### config.mk
export PLATFORM = sky130hd
export DESIGN_NAME = nvac_top
export DESIGN_NICKNAME = d
export VERILOG_FILES = /design/src/verilog/nvac_mem.v /design/src/verilog/nvac_top.v
export VERILOG_INCLUDE_DIRS = /design/src /design/src/pkg
export SDC_FILE = /design/constraint.sdc
export NUM_CORES = 1
export LEC_CHECK = 0
export BUFFER_PORTS_ARGS = -buffer_cell sky130_fd_sc_hd__clkbuf_2
export CAP_MARGIN = 20
export CORE_MARGIN = 1
export CORE_UTILIZATION = 55
export DETAILED_ROUTE_END_ITERATION = 12
export PLACE_DENSITY_LB_ADDON = 0.08
export SLEW_MARGIN = 10
export SYNTH_ARGS = -nofsm -noshare
export SYNTH_HDL_FRONTEND = slang
export SYNTH_SLANG_ARGS = --single-unit
### constraint.sdc
create_clock -name aclk -period 6 [get_ports aclk]
set_clock_uncertainty 0.15 [all_clocks]
set_input_delay 0.6 -clock aclk [delete_from_list [all_inputs] [get_ports aclk]]
set_output_delay 0.6 -clock aclk [all_outputs]
set_load 0.01 [all_outputs]
### src/pkg/nvac_defs.vh
// Constants for the non-volatile data memory access controller
`ifndef NVAC_DEFS_VH
`define NVAC_DEFS_VH
// Register byte offsets on the AXI4-Lite slave
`define NVAC_ADDR_OFS 8'h00
`define NVAC_DATA_OFS 8'h04
`define NVAC_BANK_OFS 8'h08
`define NVAC_PTR_OFS 8'h0C
`define NVAC_IND_OFS 8'h10
`define NVAC_INTC_OFS 8'h14
// Control register location in bank one
`define NVAC_CTRL_LOC 8'h40
`define NVAC_BANK_ONE 8'h01
// Control register bit positions
`define NVAC_RD_BIT 0
`define NVAC_READ_ENABLE_BIT_BIT 1
`define NVAC_WT_BIT 2
`define NVAC_WRITE_ENABLE_BIT_BIT 3
// Interrupt enable bit in interrupt control register one
`define NVAC_IE_BIT 1
// Internal operation times in ns and clock period
`define NVAC_CLK_NS 40
`define NVAC_READ_NS 200
`define NVAC_WRITE_NS 2000
// AXI responses
`define NVAC_RESP_OKAY 2'b00
`define NVAC_RESP_SLVERR 2'b10
`endif

### src/verilog/nvac_mem.v
// Sixty-four by eight storage array with registered read data
`timescale 1ns/10ps
module nvac_mem #(
  parameter AW = 6,
  parameter DW = 8
) (
  input wire aclk,
  input wire we,
  input wire re,
  input wire [AW-1:0] addr,
  input wire [DW-1:0] wdata,
  output reg [DW-1:0] rdata
);
  // Storage cells
  reg [DW-1:0] mem [0:(1<<AW)-1];

  // Write on request, registered read
  always @(posedge aclk) begin
    if (we) begin
      mem[addr] <= wdata;
    end
    if (re) begin
      rdata <= mem[addr];
    end
  end
endmodule

### src/verilog/nvac_top.v
// AXI4-Lite controller giving byte access to the non-volatile data memory
`timescale 1ns/10ps
`include "nvac_defs.vh"
module nvac_top #(
  parameter AW = 6,
  parameter READ_NS = `NVAC_READ_NS,
  parameter WRITE_NS = `NVAC_WRITE_NS
) (
  input wire aclk,
  input wire aresetn,
  input wire [7:0] s_axi_awaddr,
  input wire [2:0] s_axi_awprot,
  input wire s_axi_awvalid,
  output wire s_axi_awready,
  input wire [31:0] s_axi_wdata,
  input wire [3:0] s_axi_wstrb,
  input wire s_axi_wvalid,
  output wire s_axi_wready,
  output reg [1:0] s_axi_bresp,
  output reg s_axi_bvalid,
  input wire s_axi_bready,
  input wire [7:0] s_axi_araddr,
  input wire [2:0] s_axi_arprot,
  input wire s_axi_arvalid,
  output wire s_axi_arready,
  output reg [31:0] s_axi_rdata,
  output reg [1:0] s_axi_rresp,
  output reg s_axi_rvalid,
  input wire s_axi_rready,
  output wire nvm_write_done_irq
);
  // Cycle counts, rounded up, at least one
  localparam integer RD_CYC_RAW = (READ_NS + `NVAC_CLK_NS - 1) / `NVAC_CLK_NS;
  localparam integer WR_CYC_RAW = (WRITE_NS + `NVAC_CLK_NS - 1) / `NVAC_CLK_NS;
  localparam integer RD_CYC = (RD_CYC_RAW < 1) ? 1 : RD_CYC_RAW;
  localparam integer WR_CYC = (WR_CYC_RAW < 1) ? 1 : WR_CYC_RAW;
  localparam [15:0] RD_CNT = RD_CYC[15:0];
  localparam [15:0] WR_CNT = WR_CYC[15:0];

  // Operation states, one-hot
  localparam [2:0] ST_IDLE = 3'b001;
  localparam [2:0] ST_READ = 3'b010;
  localparam [2:0] ST_WRITE = 3'b100;

  // Software-visible registers
  reg [AW-1:0] nvm_address_reg_q;   // Location select
  reg [7:0] nvm_data_reg_q;         // Byte in or out
  reg [7:0] bank_select_q;          // Data memory bank
  reg [7:0] memory_pointer_one_q;   // Indirect pointer
  reg read_start_bit_q;             // Read in progress
  reg read_enable_bit_q;            // Reads allowed
  reg write_start_bit_q;            // Write in progress
  reg write_enable_bit_q;           // Writes allowed
  reg [7:0] interrupt_control_reg_one_q; // Holds interrupt enable
  reg write_done_q;                 // Sticky write completion
  // Engine state
  reg [2:0] state_q;
  reg [15:0] cnt_q;
  reg rd_fetch_q;                   // Read data returns next cycle
  // Bus channel state
  reg aw_held_q;
  reg [7:0] aw_addr_q;
  reg w_held_q;
  reg [31:0] w_data_q;
  reg [3:0] w_strb_q;

  // Memory interface
  wire mem_we;
  wire mem_re;
  wire [7:0] mem_rdata;

  // Word-aligned offset test
  function hit;
    input [7:0] a;
    input [7:0] ofs;
    begin
      hit = (a[7:2] == ofs[7:2]);
    end
  endfunction

  // Pack control bits into a byte
  function [7:0] ctrl_byte;
    input rd;
    input read_enable_bit;
    input wt;
    input write_enable_bit;
    begin
      ctrl_byte = 8'h00;
      ctrl_byte[`NVAC_RD_BIT] = rd;
      ctrl_byte[`NVAC_READ_ENABLE_BIT_BIT] = read_enable_bit;
      ctrl_byte[`NVAC_WT_BIT] = wt;
      ctrl_byte[`NVAC_WRITE_ENABLE_BIT_BIT] = write_enable_bit;
    end
  endfunction

  // Indirect window points at control register in bank one
  wire ind_ctrl = (bank_select_q == `NVAC_BANK_ONE) &&
                  (memory_pointer_one_q == `NVAC_CTRL_LOC);

  // Write channel handshakes: take each while not held and no response waits
  assign s_axi_awready = ~aw_held_q & ~s_axi_bvalid;
  assign s_axi_wready = ~w_held_q & ~s_axi_bvalid;
  wire aw_now = aw_held_q | s_axi_awvalid;
  wire w_now = w_held_q | s_axi_wvalid;
  wire [7:0] wa = aw_held_q ? aw_addr_q : s_axi_awaddr;
  wire [31:0] wd = w_held_q ? w_data_q : s_axi_wdata;
  wire [3:0] ws = w_held_q ? w_strb_q : s_axi_wstrb;
  wire do_wr = aw_now & w_now & ~s_axi_bvalid;
  wire wr_ok = hit(wa, `NVAC_ADDR_OFS) | hit(wa, `NVAC_DATA_OFS) |
               hit(wa, `NVAC_BANK_OFS) | hit(wa, `NVAC_PTR_OFS) |
               hit(wa, `NVAC_IND_OFS) | hit(wa, `NVAC_INTC_OFS);
  wire lane0 = ws[0];

  // Control write through indirect window
  wire ctrl_wr = do_wr & lane0 & hit(wa, `NVAC_IND_OFS) & ind_ctrl;
  wire [7:0] cw = wd[7:0];
  // Busy until fetched byte has landed; blocks starts and data changes
  wire busy = (state_q != ST_IDLE) | rd_fetch_q;
  // Start requests honoured only with enable already set, engine idle
  wire rd_go = ctrl_wr & cw[`NVAC_RD_BIT] & read_enable_bit_q &
               ~busy;
  wire wr_go = ctrl_wr & cw[`NVAC_WT_BIT] & write_enable_bit_q &
               ~read_enable_bit_q & ~cw[`NVAC_READ_ENABLE_BIT_BIT] &
               ~busy;

  // Read channel: accept when no answer pending
  assign s_axi_arready = ~s_axi_rvalid;

  // Engine end strobes
  wire cnt_end = (cnt_q == 16'h0001);
  wire rd_end = (state_q == ST_READ) & cnt_end;
  wire wr_end = (state_q == ST_WRITE) & cnt_end;

  assign mem_re = rd_end;
  assign mem_we = wr_end;

  // Storage array
  nvac_mem #(
    .AW(AW),
    .DW(8)
  ) nvac_mem_inst (
    .aclk(aclk),
    .we(mem_we),
    .re(mem_re),
    .addr(nvm_address_reg_q),
    .wdata(nvm_data_reg_q),
    .rdata(mem_rdata)
  );

  // Write channel capture and response
  always @(posedge aclk) begin
    if (!aresetn) begin
      aw_held_q <= 1'b0;
      aw_addr_q <= 8'h00;
      w_held_q <= 1'b0;
      w_data_q <= 32'h0000_0000;
      w_strb_q <= 4'h0;
      s_axi_bvalid <= 1'b0;
      s_axi_bresp <= `NVAC_RESP_OKAY;
    end else begin
      // Hold address taken alone
      if (s_axi_awvalid & s_axi_awready & ~do_wr) begin
        aw_held_q <= 1'b1;
        aw_addr_q <= s_axi_awaddr;
      end
      // Hold data taken alone
      if (s_axi_wvalid & s_axi_wready & ~do_wr) begin
        w_held_q <= 1'b1;
        w_data_q <= s_axi_wdata;
        w_strb_q <= s_axi_wstrb;
      end
      // Both present: answer
      if (do_wr) begin
        aw_held_q <= 1'b0;
        w_held_q <= 1'b0;
        s_axi_bvalid <= 1'b1;
        s_axi_bresp <= wr_ok ? `NVAC_RESP_OKAY : `NVAC_RESP_SLVERR;
      end else if (s_axi_bvalid & s_axi_bready) begin
        s_axi_bvalid <= 1'b0;
      end
    end
  end

  // Register file and engine
  always @(posedge aclk) begin
    if (!aresetn) begin
      nvm_address_reg_q <= {AW{1'b0}};
      nvm_data_reg_q <= 8'h00;
      bank_select_q <= 8'h00;
      memory_pointer_one_q <= 8'h00;
      read_start_bit_q <= 1'b0;
      read_enable_bit_q <= 1'b0;
      write_start_bit_q <= 1'b0;
      write_enable_bit_q <= 1'b0;
      interrupt_control_reg_one_q <= 8'h00;
      write_done_q <= 1'b0;
      state_q <= ST_IDLE;
      cnt_q <= 16'h0000;
      rd_fetch_q <= 1'b0;
    end else begin
      rd_fetch_q <= rd_end;
      // Plain registers, byte lane zero only
      if (do_wr & lane0) begin
        if (hit(wa, `NVAC_ADDR_OFS) & ~busy) begin
          nvm_address_reg_q <= wd[AW-1:0];
        end
        if (hit(wa, `NVAC_DATA_OFS) & ~busy) begin
          nvm_data_reg_q <= wd[7:0];
        end
        if (hit(wa, `NVAC_BANK_OFS)) begin
          bank_select_q <= wd[7:0];
        end
        if (hit(wa, `NVAC_PTR_OFS)) begin
          memory_pointer_one_q <= wd[7:0];
        end
        if (hit(wa, `NVAC_INTC_OFS)) begin
          interrupt_control_reg_one_q <= wd[7:0];
        end
      end
      // Enable bits follow control writes
      if (ctrl_wr) begin
        read_enable_bit_q <= cw[`NVAC_READ_ENABLE_BIT_BIT];
        write_enable_bit_q <= cw[`NVAC_WRITE_ENABLE_BIT_BIT];
      end
      // Fetched byte lands in data register
      if (rd_fetch_q) begin
        nvm_data_reg_q <= mem_rdata;
      end
      // Sticky completion: set beats clear
      if (wr_end) begin
        write_done_q <= 1'b1;
      end else if (ctrl_wr & cw[`NVAC_WT_BIT]) begin
        write_done_q <= 1'b0;
      end
      // Operation sequencer
      case (state_q)
        ST_IDLE: begin
          if (rd_go) begin
            state_q <= ST_READ;
            cnt_q <= RD_CNT;
            read_start_bit_q <= 1'b1;
          end else if (wr_go) begin
            state_q <= ST_WRITE;
            cnt_q <= WR_CNT;
            write_start_bit_q <= 1'b1;
          end
        end
        ST_READ: begin
          if (cnt_end) begin
            state_q <= ST_IDLE;
          end else begin
            cnt_q <= cnt_q - 16'h0001;
          end
        end
        ST_WRITE: begin
          if (cnt_end) begin
            state_q <= ST_IDLE;
            write_start_bit_q <= 1'b0;
          end else begin
            cnt_q <= cnt_q - 16'h0001;
          end
        end
        default: begin
          state_q <= ST_IDLE;
        end
      endcase
      // Read start drops once data is in place
      if (rd_fetch_q) begin
        read_start_bit_q <= 1'b0;
      end
    end
  end

  // Read data mux
  reg [31:0] rd_word;
  reg rd_ok;
  always @* begin
    rd_word = 32'h0000_0000;
    rd_ok = 1'b1;
    if (hit(s_axi_araddr, `NVAC_ADDR_OFS)) begin
      rd_word[AW-1:0] = nvm_address_reg_q;
    end else if (hit(s_axi_araddr, `NVAC_DATA_OFS)) begin
      rd_word[7:0] = nvm_data_reg_q;
    end else if (hit(s_axi_araddr, `NVAC_BANK_OFS)) begin
      rd_word[7:0] = bank_select_q;
    end else if (hit(s_axi_araddr, `NVAC_PTR_OFS)) begin
      rd_word[7:0] = memory_pointer_one_q;
    end else if (hit(s_axi_araddr, `NVAC_IND_OFS)) begin
      // Only the selected window shows control bits
      if (ind_ctrl) begin
        rd_word[7:0] = ctrl_byte(read_start_bit_q, read_enable_bit_q,
                                 write_start_bit_q, write_enable_bit_q);
      end
    end else if (hit(s_axi_araddr, `NVAC_INTC_OFS)) begin
      rd_word[7:0] = interrupt_control_reg_one_q;
    end else begin
      rd_ok = 1'b0;
    end
  end

  // Read channel answer
  always @(posedge aclk) begin
    if (!aresetn) begin
      s_axi_rvalid <= 1'b0;
      s_axi_rdata <= 32'h0000_0000;
      s_axi_rresp <= `NVAC_RESP_OKAY;
    end else begin
      if (s_axi_arvalid & s_axi_arready) begin
        s_axi_rvalid <= 1'b1;
        s_axi_rdata <= rd_word;
        s_axi_rresp <= rd_ok ? `NVAC_RESP_OKAY : `NVAC_RESP_SLVERR;
      end else if (s_axi_rvalid & s_axi_rready) begin
        s_axi_rvalid <= 1'b0;
      end
    end
  end

  // Completion interrupt gated by enable
  assign nvm_write_done_irq = write_done_q &
                              interrupt_control_reg_one_q[`NVAC_IE_BIT];
endmodule

==> impl_metrics.json, run 1 <==
{
  "outcome": "completed",
  "p_per_area_nw_per_um2": 314,
  "synth-edff-count": 520,
  "worstSetupPathType": "reg -> reg",
  "io_buffers": 43,
  "p_sw_share_pct": 19.8,
  "dpl.hpwl_um": 38300,
  "cts_setup_buffers": 0,
  "dieHeight_um": 214,
  "synth-simple-area-share_pct": 7.12,
  "nets": 1767,
  "synth_top_family_by_area": "compound AO/OA/AOI/OAI gates",
  "drtAntennaViolNets": 0,
  "synth_ff_type": "edfxtp_1",
  "end_kind": "flip-flop",
  "ys_types": 76,
  "required_ns": 6.11,
  "fin_setup_tns_ns": 0,
  "synth_area_um2": 24800,
  "area_growth_pct": 11.3,
  "cts_tree": "yes",
  "critPathMaxFanout": 9,
  "synth_top_area_share_pct": 63.0,
  "drt-total-wl_um": 63700,
  "grt_max_degree": 67,
  "ctsHtreeMaxLevel": 2,
  "synth_common_cells": "520 x edfxtp_1, 181 x nor2_1, 92 x dfxtp_1, 79 x mux2i_1, 76 x clkbuf_1",
  "relSlewSlack_pct": 24.9,
  "intPower_mw": 6.95,
  "fmax_mhz": 246,
  "numCtsBuffers": 61,
  "drv_slew": 0,
  "synth-xor-area-share_pct": 0.106,
  "core-area_um2": 44300,
  "p_sw_mw": 1.72,
  "antenna_found_initial": 0,
  "rows": 77,
  "async_flop_share_pct": 0,
  "hold_violations": 0,
  "synthAdderAreaFrac_pct": 0.101,
  "post_cts_resized": 0,
  "synthTopCellsByArea": "edfxtp_1 63%, dfxtp_1 7.4%, mux2i_1 3.2%",
  "die_x_um": 214,
  "drtIter0Drc": 1868,
  "synth_compound_area_share_pct": 10.2,
  "cts_root_buf": "clkbuf_16",
  "vias_per_cell": 6.38,
  "synth_top_cell_by_area": "edfxtp_1",
  "clkLatencyLatePin_ns": 0.64,
  "clock_sinks": 612,
  "ir_drop_mv": 0.267,
  "holdBufCountCts": 1,
  "layout-drive-gt1-share_pct": 16.8,
  "period_share_pct": 67.8,
  "topRoutingLayerUsed": "met4",
  "ys_seq_area_share_pct": 70.4,
  "ys_ff_latch": 612,
  "hold_class": "in -> reg",
  "fin_crit_ns": 4.07,
  "drc_errors": 0,
  "start_util_pct": 56.0,
  "fp.dieArea_um2": 46000,
  "rsz0062_at_grt": "no",
  "dr.pass1.iters": 5,
  "final_util_pct": 62.3,
  "seq_power_share_pct": 52.8,
  "ys_warn_count": 0,
  "grtUsageTotal_pct": 27.7,
  "grt_pass1_wl_um": 94100,
  "p_leak_nw": 10.2,
  "p_clk_share_pct": 45.5,
  "io_pins": 107,
  "wl_met3_um": 5470,
  "tightest_slew_ns": 1.13,
  "num_vias": 14946,
  "combPwrFrac_pct": 1.7,
  "synthMuxAreaShare_pct": 9.23,
  "start_kind": "flip-flop",
  "cp.arrival_ns": 4.18,
  "fillers": 3301,
  "routed-wl-met2_um": 29800,
  "wl_met1_um": 27100,
  "maxCapViolCount": 0,
  "synth_most_common_cell": "edfxtp_1",
  "grt_remaining_overflow": 0,
  "cts_buffer_depth": 3,
  "grt_pass1_vias": 14353,
  "routabilityCongestion": 0.914,
  "clkSlewWorstSetupHoldPaths_ns": 0.06,
  "finalSetupViolations": 0,
  "wl_per_cell_um": 27.2,
  "synthCells": 1675,
  "syn_area_per_cell_um2": 14.8,
  "holdWs_ns": 0.0740
}
layout make-up:
cell class | count | area (um2) | share of cell area, %
Sequential cell | 612 | 17500 | 63.3
Multi-Input combinational cell | 936 | 6780 | 24.6
Clock buffer | 74 | 1620 | 5.86
Tap cell | 592 | 741 | 2.68
Timing Repair Buffer | 75 | 470 | 1.70
Clock inverter | 40 | 467 | 1.69
Inverter | 14 | 52.6 | 0.190
Antenna cell | 1 | 2.50 | 0.00906
power groups by stage:
| stage | combinational (mW) | sequential [mW] | clock [mW] |
|---|---|---|---|
| final | 0.147 | 4.58 | 3.95 |
| after global routing | 0.160 | 4.58 | 4.14 |
| after CTS | 0.144 | 4.58 | 3.98 |
| after detailed placement | 0.143 | 4.67 | 0 |
| after global placement | 0.142 | 4.67 | 0 |
| after floorplan | 0.107 | 4.66 | 0 |
routing by layer:
metal | global-route usage [%] | vias to the layer above
li1 | - | 6599
met1 | 40.4 | 7531
met2 | 42.9 | 702
met3 | 5.76 | 114
met4 | 7.33 | 0
met5 | 0 | -
metrics by stage:
step / total power [mW] / area (um2) / instances / setup WS (ns)
after floorplan: 4.77 / 24900 / 1700 / 3.10
after global placement: 4.81 / 25500 / 2224 / 2.06
after detailed placement: 4.81 / 25500 / 2225 / 1.97
after CTS: 8.70 / 27600 / 2340 / 1.95
after global routing: 8.88 / 27600 / 2343 / 1.69
final: 8.67 / 27600 / 2344 / 1.93
sequential cells by signal, indices dropped and copies added, names as in the netlist, 3 cells and up:
| signal | count |
|---|---|
| memory_pointer_one_q | 8 |
| w_data_q | 8 |
| s_axi_rdata | 8 |
| cnt_q | 16 |
| interrupt_control_reg_one_q | 8 |
| nvac_mem_inst.mem | 512 |
| nvac_mem_inst.rdata | 8 |
| aw_addr_q | 6 |
| bank_select_q | 8 |
| nvm_data_reg_q | 8 |
| nvm_address_reg_q | 6 |
| state_q | 3 |
cells in the final DEF (no fill, tap or decap), drive strengths merged, types with 31 or more instances in the layout:
cell type and count:
a211oi 35, a21oi 57, a221oi 64, buf 31
clkbuf 117, dfxtp 92, edfxtp 520, mux2 63
mux2i 79, mux4 35, nand2 67, nor2 181
o21ai 57
path summary, 6_finish.rpt:
kind	to	from	slack (ns)	depth (start not counted)
worst max-delay path	nvac_mem_inst.mem[50][6]	cnt_q[2]	1.93	6
worst min-delay path	w_data_q[5]	s_axi_wdata[5]	0.07	3
worst min register to register	cnt_q[1]	cnt_q[1]	0.31	2
worst max register to register	nvac_mem_inst.mem[50][6]	cnt_q[2]	1.93	6
worst max-delay path, stage by stage (launching register included):
cell	delay (ns)
dfxtp_1	0.35
or3_1	0.51
nor4_2	0.44
nand4b_1	0.38
nor3_1	0.30
nand3_1	0.59
nor2_1	0.97
kinds of logic after synthesis:
family	Yosys count
flip-flops	612
AND/OR/NAND/NOR	373
AO/OA/AOI/OAI	355
multiplexers	177
buffers and inverters	152
XOR/XNOR	3
adder cells (fa/ha/maj)	2
other	1
(Power assumes the default switching activity.)
==> inputs of run 2 (changes only) <==
--- a/config.mk
+++ b/config.mk
@@ -6,6 +6,7 @@
 export SDC_FILE = /design/constraint.sdc
 export NUM_CORES = 1
 export LEC_CHECK = 0
+export ABC_AREA = 1
 export BUFFER_PORTS_ARGS = -buffer_cell sky130_fd_sc_hd__clkbuf_2
 export CAP_MARGIN = 20
 export CORE_MARGIN = 1
==> constraint.sdc (replaced) <==
create_clock -name aclk -period 3.28 [get_ports aclk]
set_clock_uncertainty 0.15 [all_clocks]
set_input_delay 0.328 -clock aclk [delete_from_list [all_inputs] [get_ports aclk]]
set_output_delay 0.328 -clock aclk [all_outputs]
set_load 0.01 [all_outputs]
==> run 2 against run 1 <==
Sequential share of layout area shrank 1.0 points. Core utilization up 2.4 points. Setup slack lost 1.6 ns. Via count up 9.4%. Worst hold slack lost 0.014 ns. Non-clock buffer count is 104 higher. Die area shrank 1.7%. Largest cell class unchanged. Clock power rose by 76%.
==> impl_metrics.json, run 2 <==
{
  "reg2reg_to": "nvac_mem_inst.rdata[0]",
  "fin_ws_ns": 0.323,
  "synth_top_area_share_pct": 64.1,
  "cts_tree": "yes",
  "r2r_start": "nvm_address_reg_q[2]",
  "synth_top_cell_by_area": "edfxtp_1",
  "vias_per_cell": 5.65,
  "tightest_slew_ns": 1.10,
  "hold_class": "in -> reg",
  "async_flop_share_pct": 0,
  "clock_sinks": 612,
  "drt-total-wl_um": 62400,
  "grt_busiest_layer": "met2",
  "numCtsBuffers": 60,
  "ys_types": 46,
  "start_kind": "flip-flop",
  "rows": 76,
  "dr.pass1.iters": 5,
  "synthCells": 2094,
  "largest_register": "nvac_mem_inst.mem",
  "p_per_area_nw_per_um2": 596,
  "ys_seq_area_share_pct": 71.6,
  "use_met2_pct": 45.9,
  "p_sw_mw": 3.82,
  "ys_warn_count": 0,
  "period_share_pct": 90.2,
  "holdPathEnd": "s_axi_bvalid",
  "synth_area_um2": 24400,
  "antenna_found_initial": 2,
  "grtUsageMet1_pct": 38.6,
  "worstSetupPathType": "reg -> reg",
  "cpMostUsedCell": "nand2_1",
  "end_kind": "flip-flop",
  "io_buffers": 43,
  "dp_slack_ns": 0.373,
  "area_growth_pct": 15.1,
  "maxCapViolCount": 0,
  "nets": 2324,
  "synth-edff-count": 520,
  "p_sw_share_pct": 22.9,
  "synthTopCellsByArea": "edfxtp_1 64%, nand2_1 9.0%, dfxtp_1 7.6%",
  "ir_drop_mv": 0.424,
  "r2r_setup_slack_ns": 0.32,
  "critPathMaxFanout": 15,
  "start_util_pct": 56.2,
  "drtIter0Drc": 1901,
  "core-area_um2": 43400,
  "grt_pass1_vias": 15519,
  "drtAntennaViolNets": 0,
  "grt_use_met3_pct": 4.80,
  "whs_path_depth": 4,
  "synth_common_cells": "584 x nand2_1, 520 x edfxtp_1, 172 x nor2_1, 109 x inv_1, 94 x o21ai_0",
  "ctsHtreeMaxLevel": 2,
  "synth_ff_type": "edfxtp_1",
  "reg.largest.list": "nvac_mem_inst.mem (512), cnt_q (16)",
  "hp-start": "s_axi_wvalid",
  "p_leak_nw": 10.2,
  "drc_errors": 0,
  "finalSetupViolations": 0,
  "fp.dieArea_um2": 45200,
  "cts_root_buf": "clkbuf_16",
  "cts_buffer_depth": 3,
  "p_clk_share_pct": 41.5,
  "routabilityCongestion": 0.891,
  "clkLatencyLatePin_ns": 0.63,
  "layout-drive-gt1-share_pct": 12.6,
  "critPathMaxStageDelay_ns": 0.61,
  "wl_per_cell_um": 21.6,
  "final_util_pct": 64.7,
  "cp.arrival_ns": 3.16,
  "fin_crit_ns": 2.96,
  "grt_max_degree": 66,
  "num_vias": 16345,
  "synth_most_common_cell": "nand2_1",
  "combPwrFrac_pct": 7.8,
  "rsz0062_at_grt": "no",
  "required_ns": 3.49,
  "layout_commonest_cell": "nand2_1",
  "die_x_um": 213,
  "io_pins": 107,
  "dpl.hpwl_um": 37300,
  "worst_path_max_delay_cell": "o21ai_0",
  "grtUsageTotal_pct": 28.1,
  "grt_remaining_overflow": 0,
  "fin_setup_tns_ns": 0,
  "grt_pass1_wl_um": 93200,
  "fmax_mhz": 338,
  "relSlewSlack_pct": 27.0,
  "syn_area_per_cell_um2": 11.6,
  "final_cell_mix": "584 x nand2_1, 520 x edfxtp_1, 172 x nor2_1, 109 x inv_1, 108 x buf_4",
  "ys_ff_latch": 612,
  "largest_register_ffs": 512,
  "rr_worst_depth": 10,
  "dieHeight_um": 213,
  "clkSlewWorstSetupHoldPaths_ns": 0.06,
  "hold_violations": 0,
  "path_cells": "inv_2 > nand3_1 > inv_2 > buf_4 > nand2_1 > nand4_1 > o21ai_0 > nand2_1 > nor2_1 > nand2_1",
  "antenna_cells": 0,
  "outcome": "completed",
  "fillers": 3331,
  "intPower_mw": 12.9,
  "drv_slew": 0,
  "seq_power_share_pct": 50.7
}
## run 2: power groups by stage
stage	clock network, mW	logic, mW	registers (mW)
after global placement	0	1.26	8.63
after floorplan	0	1.07	8.62
after global routing	7.29	1.47	8.48
final	6.94	1.31	8.47
after CTS	6.99	1.30	8.47
after detailed placement	0	1.28	8.64
## run 2: final cells by class
cell class | instances | area, um2 | area share [%]
clock inverters | 35 | 357 | 1.27
well taps | 585 | 732 | 2.61
clock buffers | 76 | 1620 | 5.79
multi-input cells | 1287 | 6020 | 21.4
flip-flops and latches | 612 | 17500 | 62.3
repair buffers | 179 | 1420 | 5.05
inverters | 117 | 439 | 1.57
## run 2: logic make-up (layout without fill, tap and decap cells)
group / Yosys count / in the layout / share of synthesized area [%]
flops: 612 / 612 / 71.6
simple gates: 949 / 949 / 16.5
buf+inv: 220 / 407 / 4.15
fa+ha+maj: 2 / 2 / 0.103
compound gates: 298 / 298 / 7.13
xor+xnor: 12 / 12 / 0.431
other cells: 1 / 26 / 0.0154
## run 2: worst max-delay path by stage
stage,from,end,slack (ns),depth (start not counted)
after detailed placement,nvm_address_reg_q[2],nvac_mem_inst.rdata[0],0.37,10
after global placement,nvm_address_reg_q[2],nvac_mem_inst.rdata[0],0.45,10
after global routing,nvm_address_reg_q[2],nvac_mem_inst.rdata[0],0.23,10
final,nvm_address_reg_q[2],nvac_mem_inst.rdata[0],0.32,10
after CTS,nvm_address_reg_q[2],nvac_mem_inst.rdata[0],0.36,10
after floorplan,nvm_address_reg_q[0],nvac_mem_inst.mem[13][0],1.10,7
## run 2: layer usage
layer  up-vias  part of all wire, %
li1       7646                    -
met1      7971                   42
met2       618                   48
met3       108                  7.8
met4         2                  2.7
met5         -                0.021
## run 2: worst max-delay path, delay by kind of cell (launching register included)
| kind | cells | cell delay (ns) |
|---|---|---|
| flip-flops | 1 | 0.48 |
| buffers and inverters | 3 | 0.68 |
| AND/OR/NAND/NOR | 6 | 0.77 |
| AO/OA/AOI/OAI | 1 | 0.61 |
## run 2: through the flow
stage | std cells | hold slack (ns) | total power, mW | instance area, um2
floorplan | 2119 | 0.274 | 9.69 | 24500
global placement | 2763 | 0.285 | 9.89 | 25900
detailed placement | 2763 | 0.294 | 9.91 | 25900
CTS | 2891 | 0.0375 | 16.8 | 28000
global route | 2891 | 0.0828 | 17.2 | 28000
finish | 2891 | 0.0602 | 16.7 | 28000
## run 2: repair_timing
| item | in CTS | in global routing |
|---|---|---|
| hold buffers | 17 | 0 |
| hold endpoints to repair | 17 | 0 |
| buffers inserted | 0 | 0 |
| resized for setup | 0 | 0 |
==> inputs of run 3 (changes only) <==
--- a/config.mk
+++ b/config.mk
@@ -6,13 +6,13 @@
 export SDC_FILE = /design/constraint.sdc
 export NUM_CORES = 1
 export LEC_CHECK = 0
-export ABC_AREA = 1
 export BUFFER_PORTS_ARGS = -buffer_cell sky130_fd_sc_hd__clkbuf_2
 export CAP_MARGIN = 20
 export CORE_MARGIN = 1
 export CORE_UTILIZATION = 55
 export DETAILED_ROUTE_END_ITERATION = 12
 export PLACE_DENSITY_LB_ADDON = 0.08
+export RECOVER_POWER = 50
 export SLEW_MARGIN = 10
 export SYNTH_ARGS = -nofsm -noshare
 export SYNTH_HDL_FRONTEND = slang
==> run 3 against run 2 <==
The flow now finishes with violations (capacitance limit, slew limit). Sequential cell count unchanged. Worst hold slack improved by 0.0016 ns. Clock power increased by 3.9%. Sequential power decreased by 1%. Largest cell class unchanged. Largest power group unchanged.
==> impl_metrics.json, run 3 (synthesis gave the netlist of run 1 again) <==
{
  "outcome": "finished, violations left",
  "violations": "capacitance limit, slew limit",
  "required_ns": 3.45,
  "p_leak_nw": 10.9,
  "hp-start": "s_axi_araddr[4]",
  "final_cell_mix": "520 x edfxtp_1, 180 x nor2_1, 157 x buf_4, 89 x dfxtp_1, 79 x mux2i_1",
  "grt_max_degree": 53,
  "maxCapViolCount": 1,
  "rows": 77,
  "hold_class": "in -> reg",
  "nets": 1942,
  "grt_pass1_vias": 15498,
  "io_buffers": 43,
  "routabilityCongestion": 0.945,
  "rr_worst_depth": 7,
  "clkLatencyLatePin_ns": 0.59,
  "cts_tree": "yes",
  "drtIter0Drc": 1918,
  "dr.pass1.iters": 7,
  "fin_setup_tns_ns": 0,
  "drt-total-wl_um": 67200,
  "whs_path_depth": 3,
  "layout-drive-gt1-share_pct": 20.9,
  "holdPathEnd": "s_axi_rresp[1]",
  "numCtsBuffers": 66,
  "rsz0062_at_grt": "no",
  "ctsHtreeMaxLevel": 3,
  "hold_violations": 0,
  "core-area_um2": 44300,
  "area_growth_pct": 16.5,
  "cp.arrival_ns": 3.34,
  "start_kind": "flip-flop",
  "largest_register_ffs": 512,
  "finalSetupViolations": 0,
  "grt_remaining_overflow": 0,
  "fp.dieArea_um2": 46000,
  "fin_crit_ns": 3.17,
  "die_x_um": 214,
  "drv_slew": 38,
  "reg.largest.list": "nvac_mem_inst.mem (512), cnt_q (16)",
  "clock_sinks": 612,
  "r2r_start": "nvm_address_reg_q[1]",
  "ir_drop_mv": 0.529,
  "final_util_pct": 65.2,
  "vias_per_cell": 6.33,
  "dieHeight_um": 214,
  "drtAntennaViolNets": 0,
  "grtUsageTotal_pct": 29.6,
  "period_share_pct": 96.6,
  "antenna_cells": 0,
  "antenna_found_initial": 0,
  "drc_errors": 0,
  "io_pins": 107,
  "num_vias": 15925,
  "clkSlewWorstSetupHoldPaths_ns": 0.06,
  "relSlewSlack_pct": -10.8,
  "dpl.hpwl_um": 43200,
  "worstSetupPathType": "reg -> reg",
  "cts_buffer_depth": 3,
  "end_kind": "flip-flop",
  "design_area_um2": 28900,
  "reg2reg_to": "nvac_mem_inst.rdata[2]",
  "critPathMaxFanout": 19,
  "start_util_pct": 56.0,
  "grt_pass1_wl_um": 100000,
  "r2r_setup_slack_ns": 0.11,
  "largest_register": "nvac_mem_inst.mem",
  "wl_per_cell_um": 26.7,
  "cts_root_buf": "clkbuf_16",
  "fmax_mhz": 316,
  "p_per_area_nw_per_um2": 550,
  "layout_commonest_cell": "edfxtp_1",
  "tightest_slew_ns": 1.66,
  "place_area_um2": 26600
}
[run 3: changes by cell type in the layout (fill, tap and decap cells not counted), moves of 30 or more]
cell / delta
nand2_1: -520
inv_1: -97
mux2i_1: +79
nand4_1: -76
a221oi_1: +64
mux2_2: +63
buf_4: +49
o21ai_0: -49
nand3_1: -43
a21oi_1: -37
a22oi_1: -37
clkbuf_1: +36
mux4_2: +35
a211oi_1: +30
[run 3: worst max-delay path by stage]
stage,from,to,cells past startpoint,slack [ns]
floorplan,nvm_address_reg_q[0],nvac_mem_inst.mem[31][0],9,0.38
global placement,cnt_q[2],nvac_mem_inst.mem[15][6],8,0.03
detailed placement,cnt_q[2],nvac_mem_inst.mem[46][3],8,-0.01
CTS,cnt_q[2],nvac_mem_inst.mem[46][3],9,0.15
global route,cnt_q[2],nvac_mem_inst.mem[11][0],10,0.06
finish,nvm_address_reg_q[1],nvac_mem_inst.rdata[2],7,0.11
[run 3: layout make-up]
| type | instances | area (um2) |
|---|---|---|
| sequential | 612 | 17500 |
| fill | 3253 | 15400 |
| multi-input combinational | 936 | 6770 |
| clock buffer | 93 | 1860 |
| timing repair buffer | 245 | 1780 |
| tap | 592 | 741 |
| clock inverter | 23 | 243 |
| inverter | 14 | 52.6 |
[run 3: critical path, stage by stage (launching register included)]
cell and delay [ns]:
dfxtp_4 0.52, clkinv_1 0.39, buf_4 0.31, a221oi_1 0.21, nor2_1 0.12, o21ai_0 0.38, o2111ai_1 0.24, or4_1 0.56
[run 3: per-stage QoR]
stage | hold slack (ns) | power (mW) | setup WS, ns | std cells
floorplan | 0.277 | 8.73 | 0.380 | 1700
global placement | 0.292 | 8.81 | 0.0349 | 2374
detailed placement | 0.312 | 8.82 | -0.0131 | 2374
CTS | 0.0313 | 16.0 | 0.153 | 2515
global route | 0.0916 | 16.3 | 0.0553 | 2515
finish | 0.0618 | 15.9 | 0.113 | 2515
[run 3: per-layer routing]
| layer | track usage (%) | vias to the layer above | wire [um] |
|---|---|---|---|
| met1 | 41.4 | 8044 | 27700 |
| met5 | 0 | - | 0 |
| met2 | 46.9 | 772 | 31700 |
| li1 | - | 6964 | - |
| met4 | 9.50 | 0 | 2080 |
| met3 | 5.69 | 145 | 5720 |
[run 3: where the power goes]
part | switching (mW) | internal [mW] | leakage, nW | total [mW]
sequential | 0.0249 | 8.35 | 6.70 | 8.37
combinational | 0.195 | 0.111 | 3.23 | 0.305
clock | 2.88 | 4.33 | 1.01 | 7.21
[run 3: what timing repair did]
item,CTS,global route
pin swaps,1,0
gates resized for setup,0,3
hold endpoints to repair,21,0
endpoints found under the setup margin,12,71
hold buffers,23,0
buffers inserted,2,0
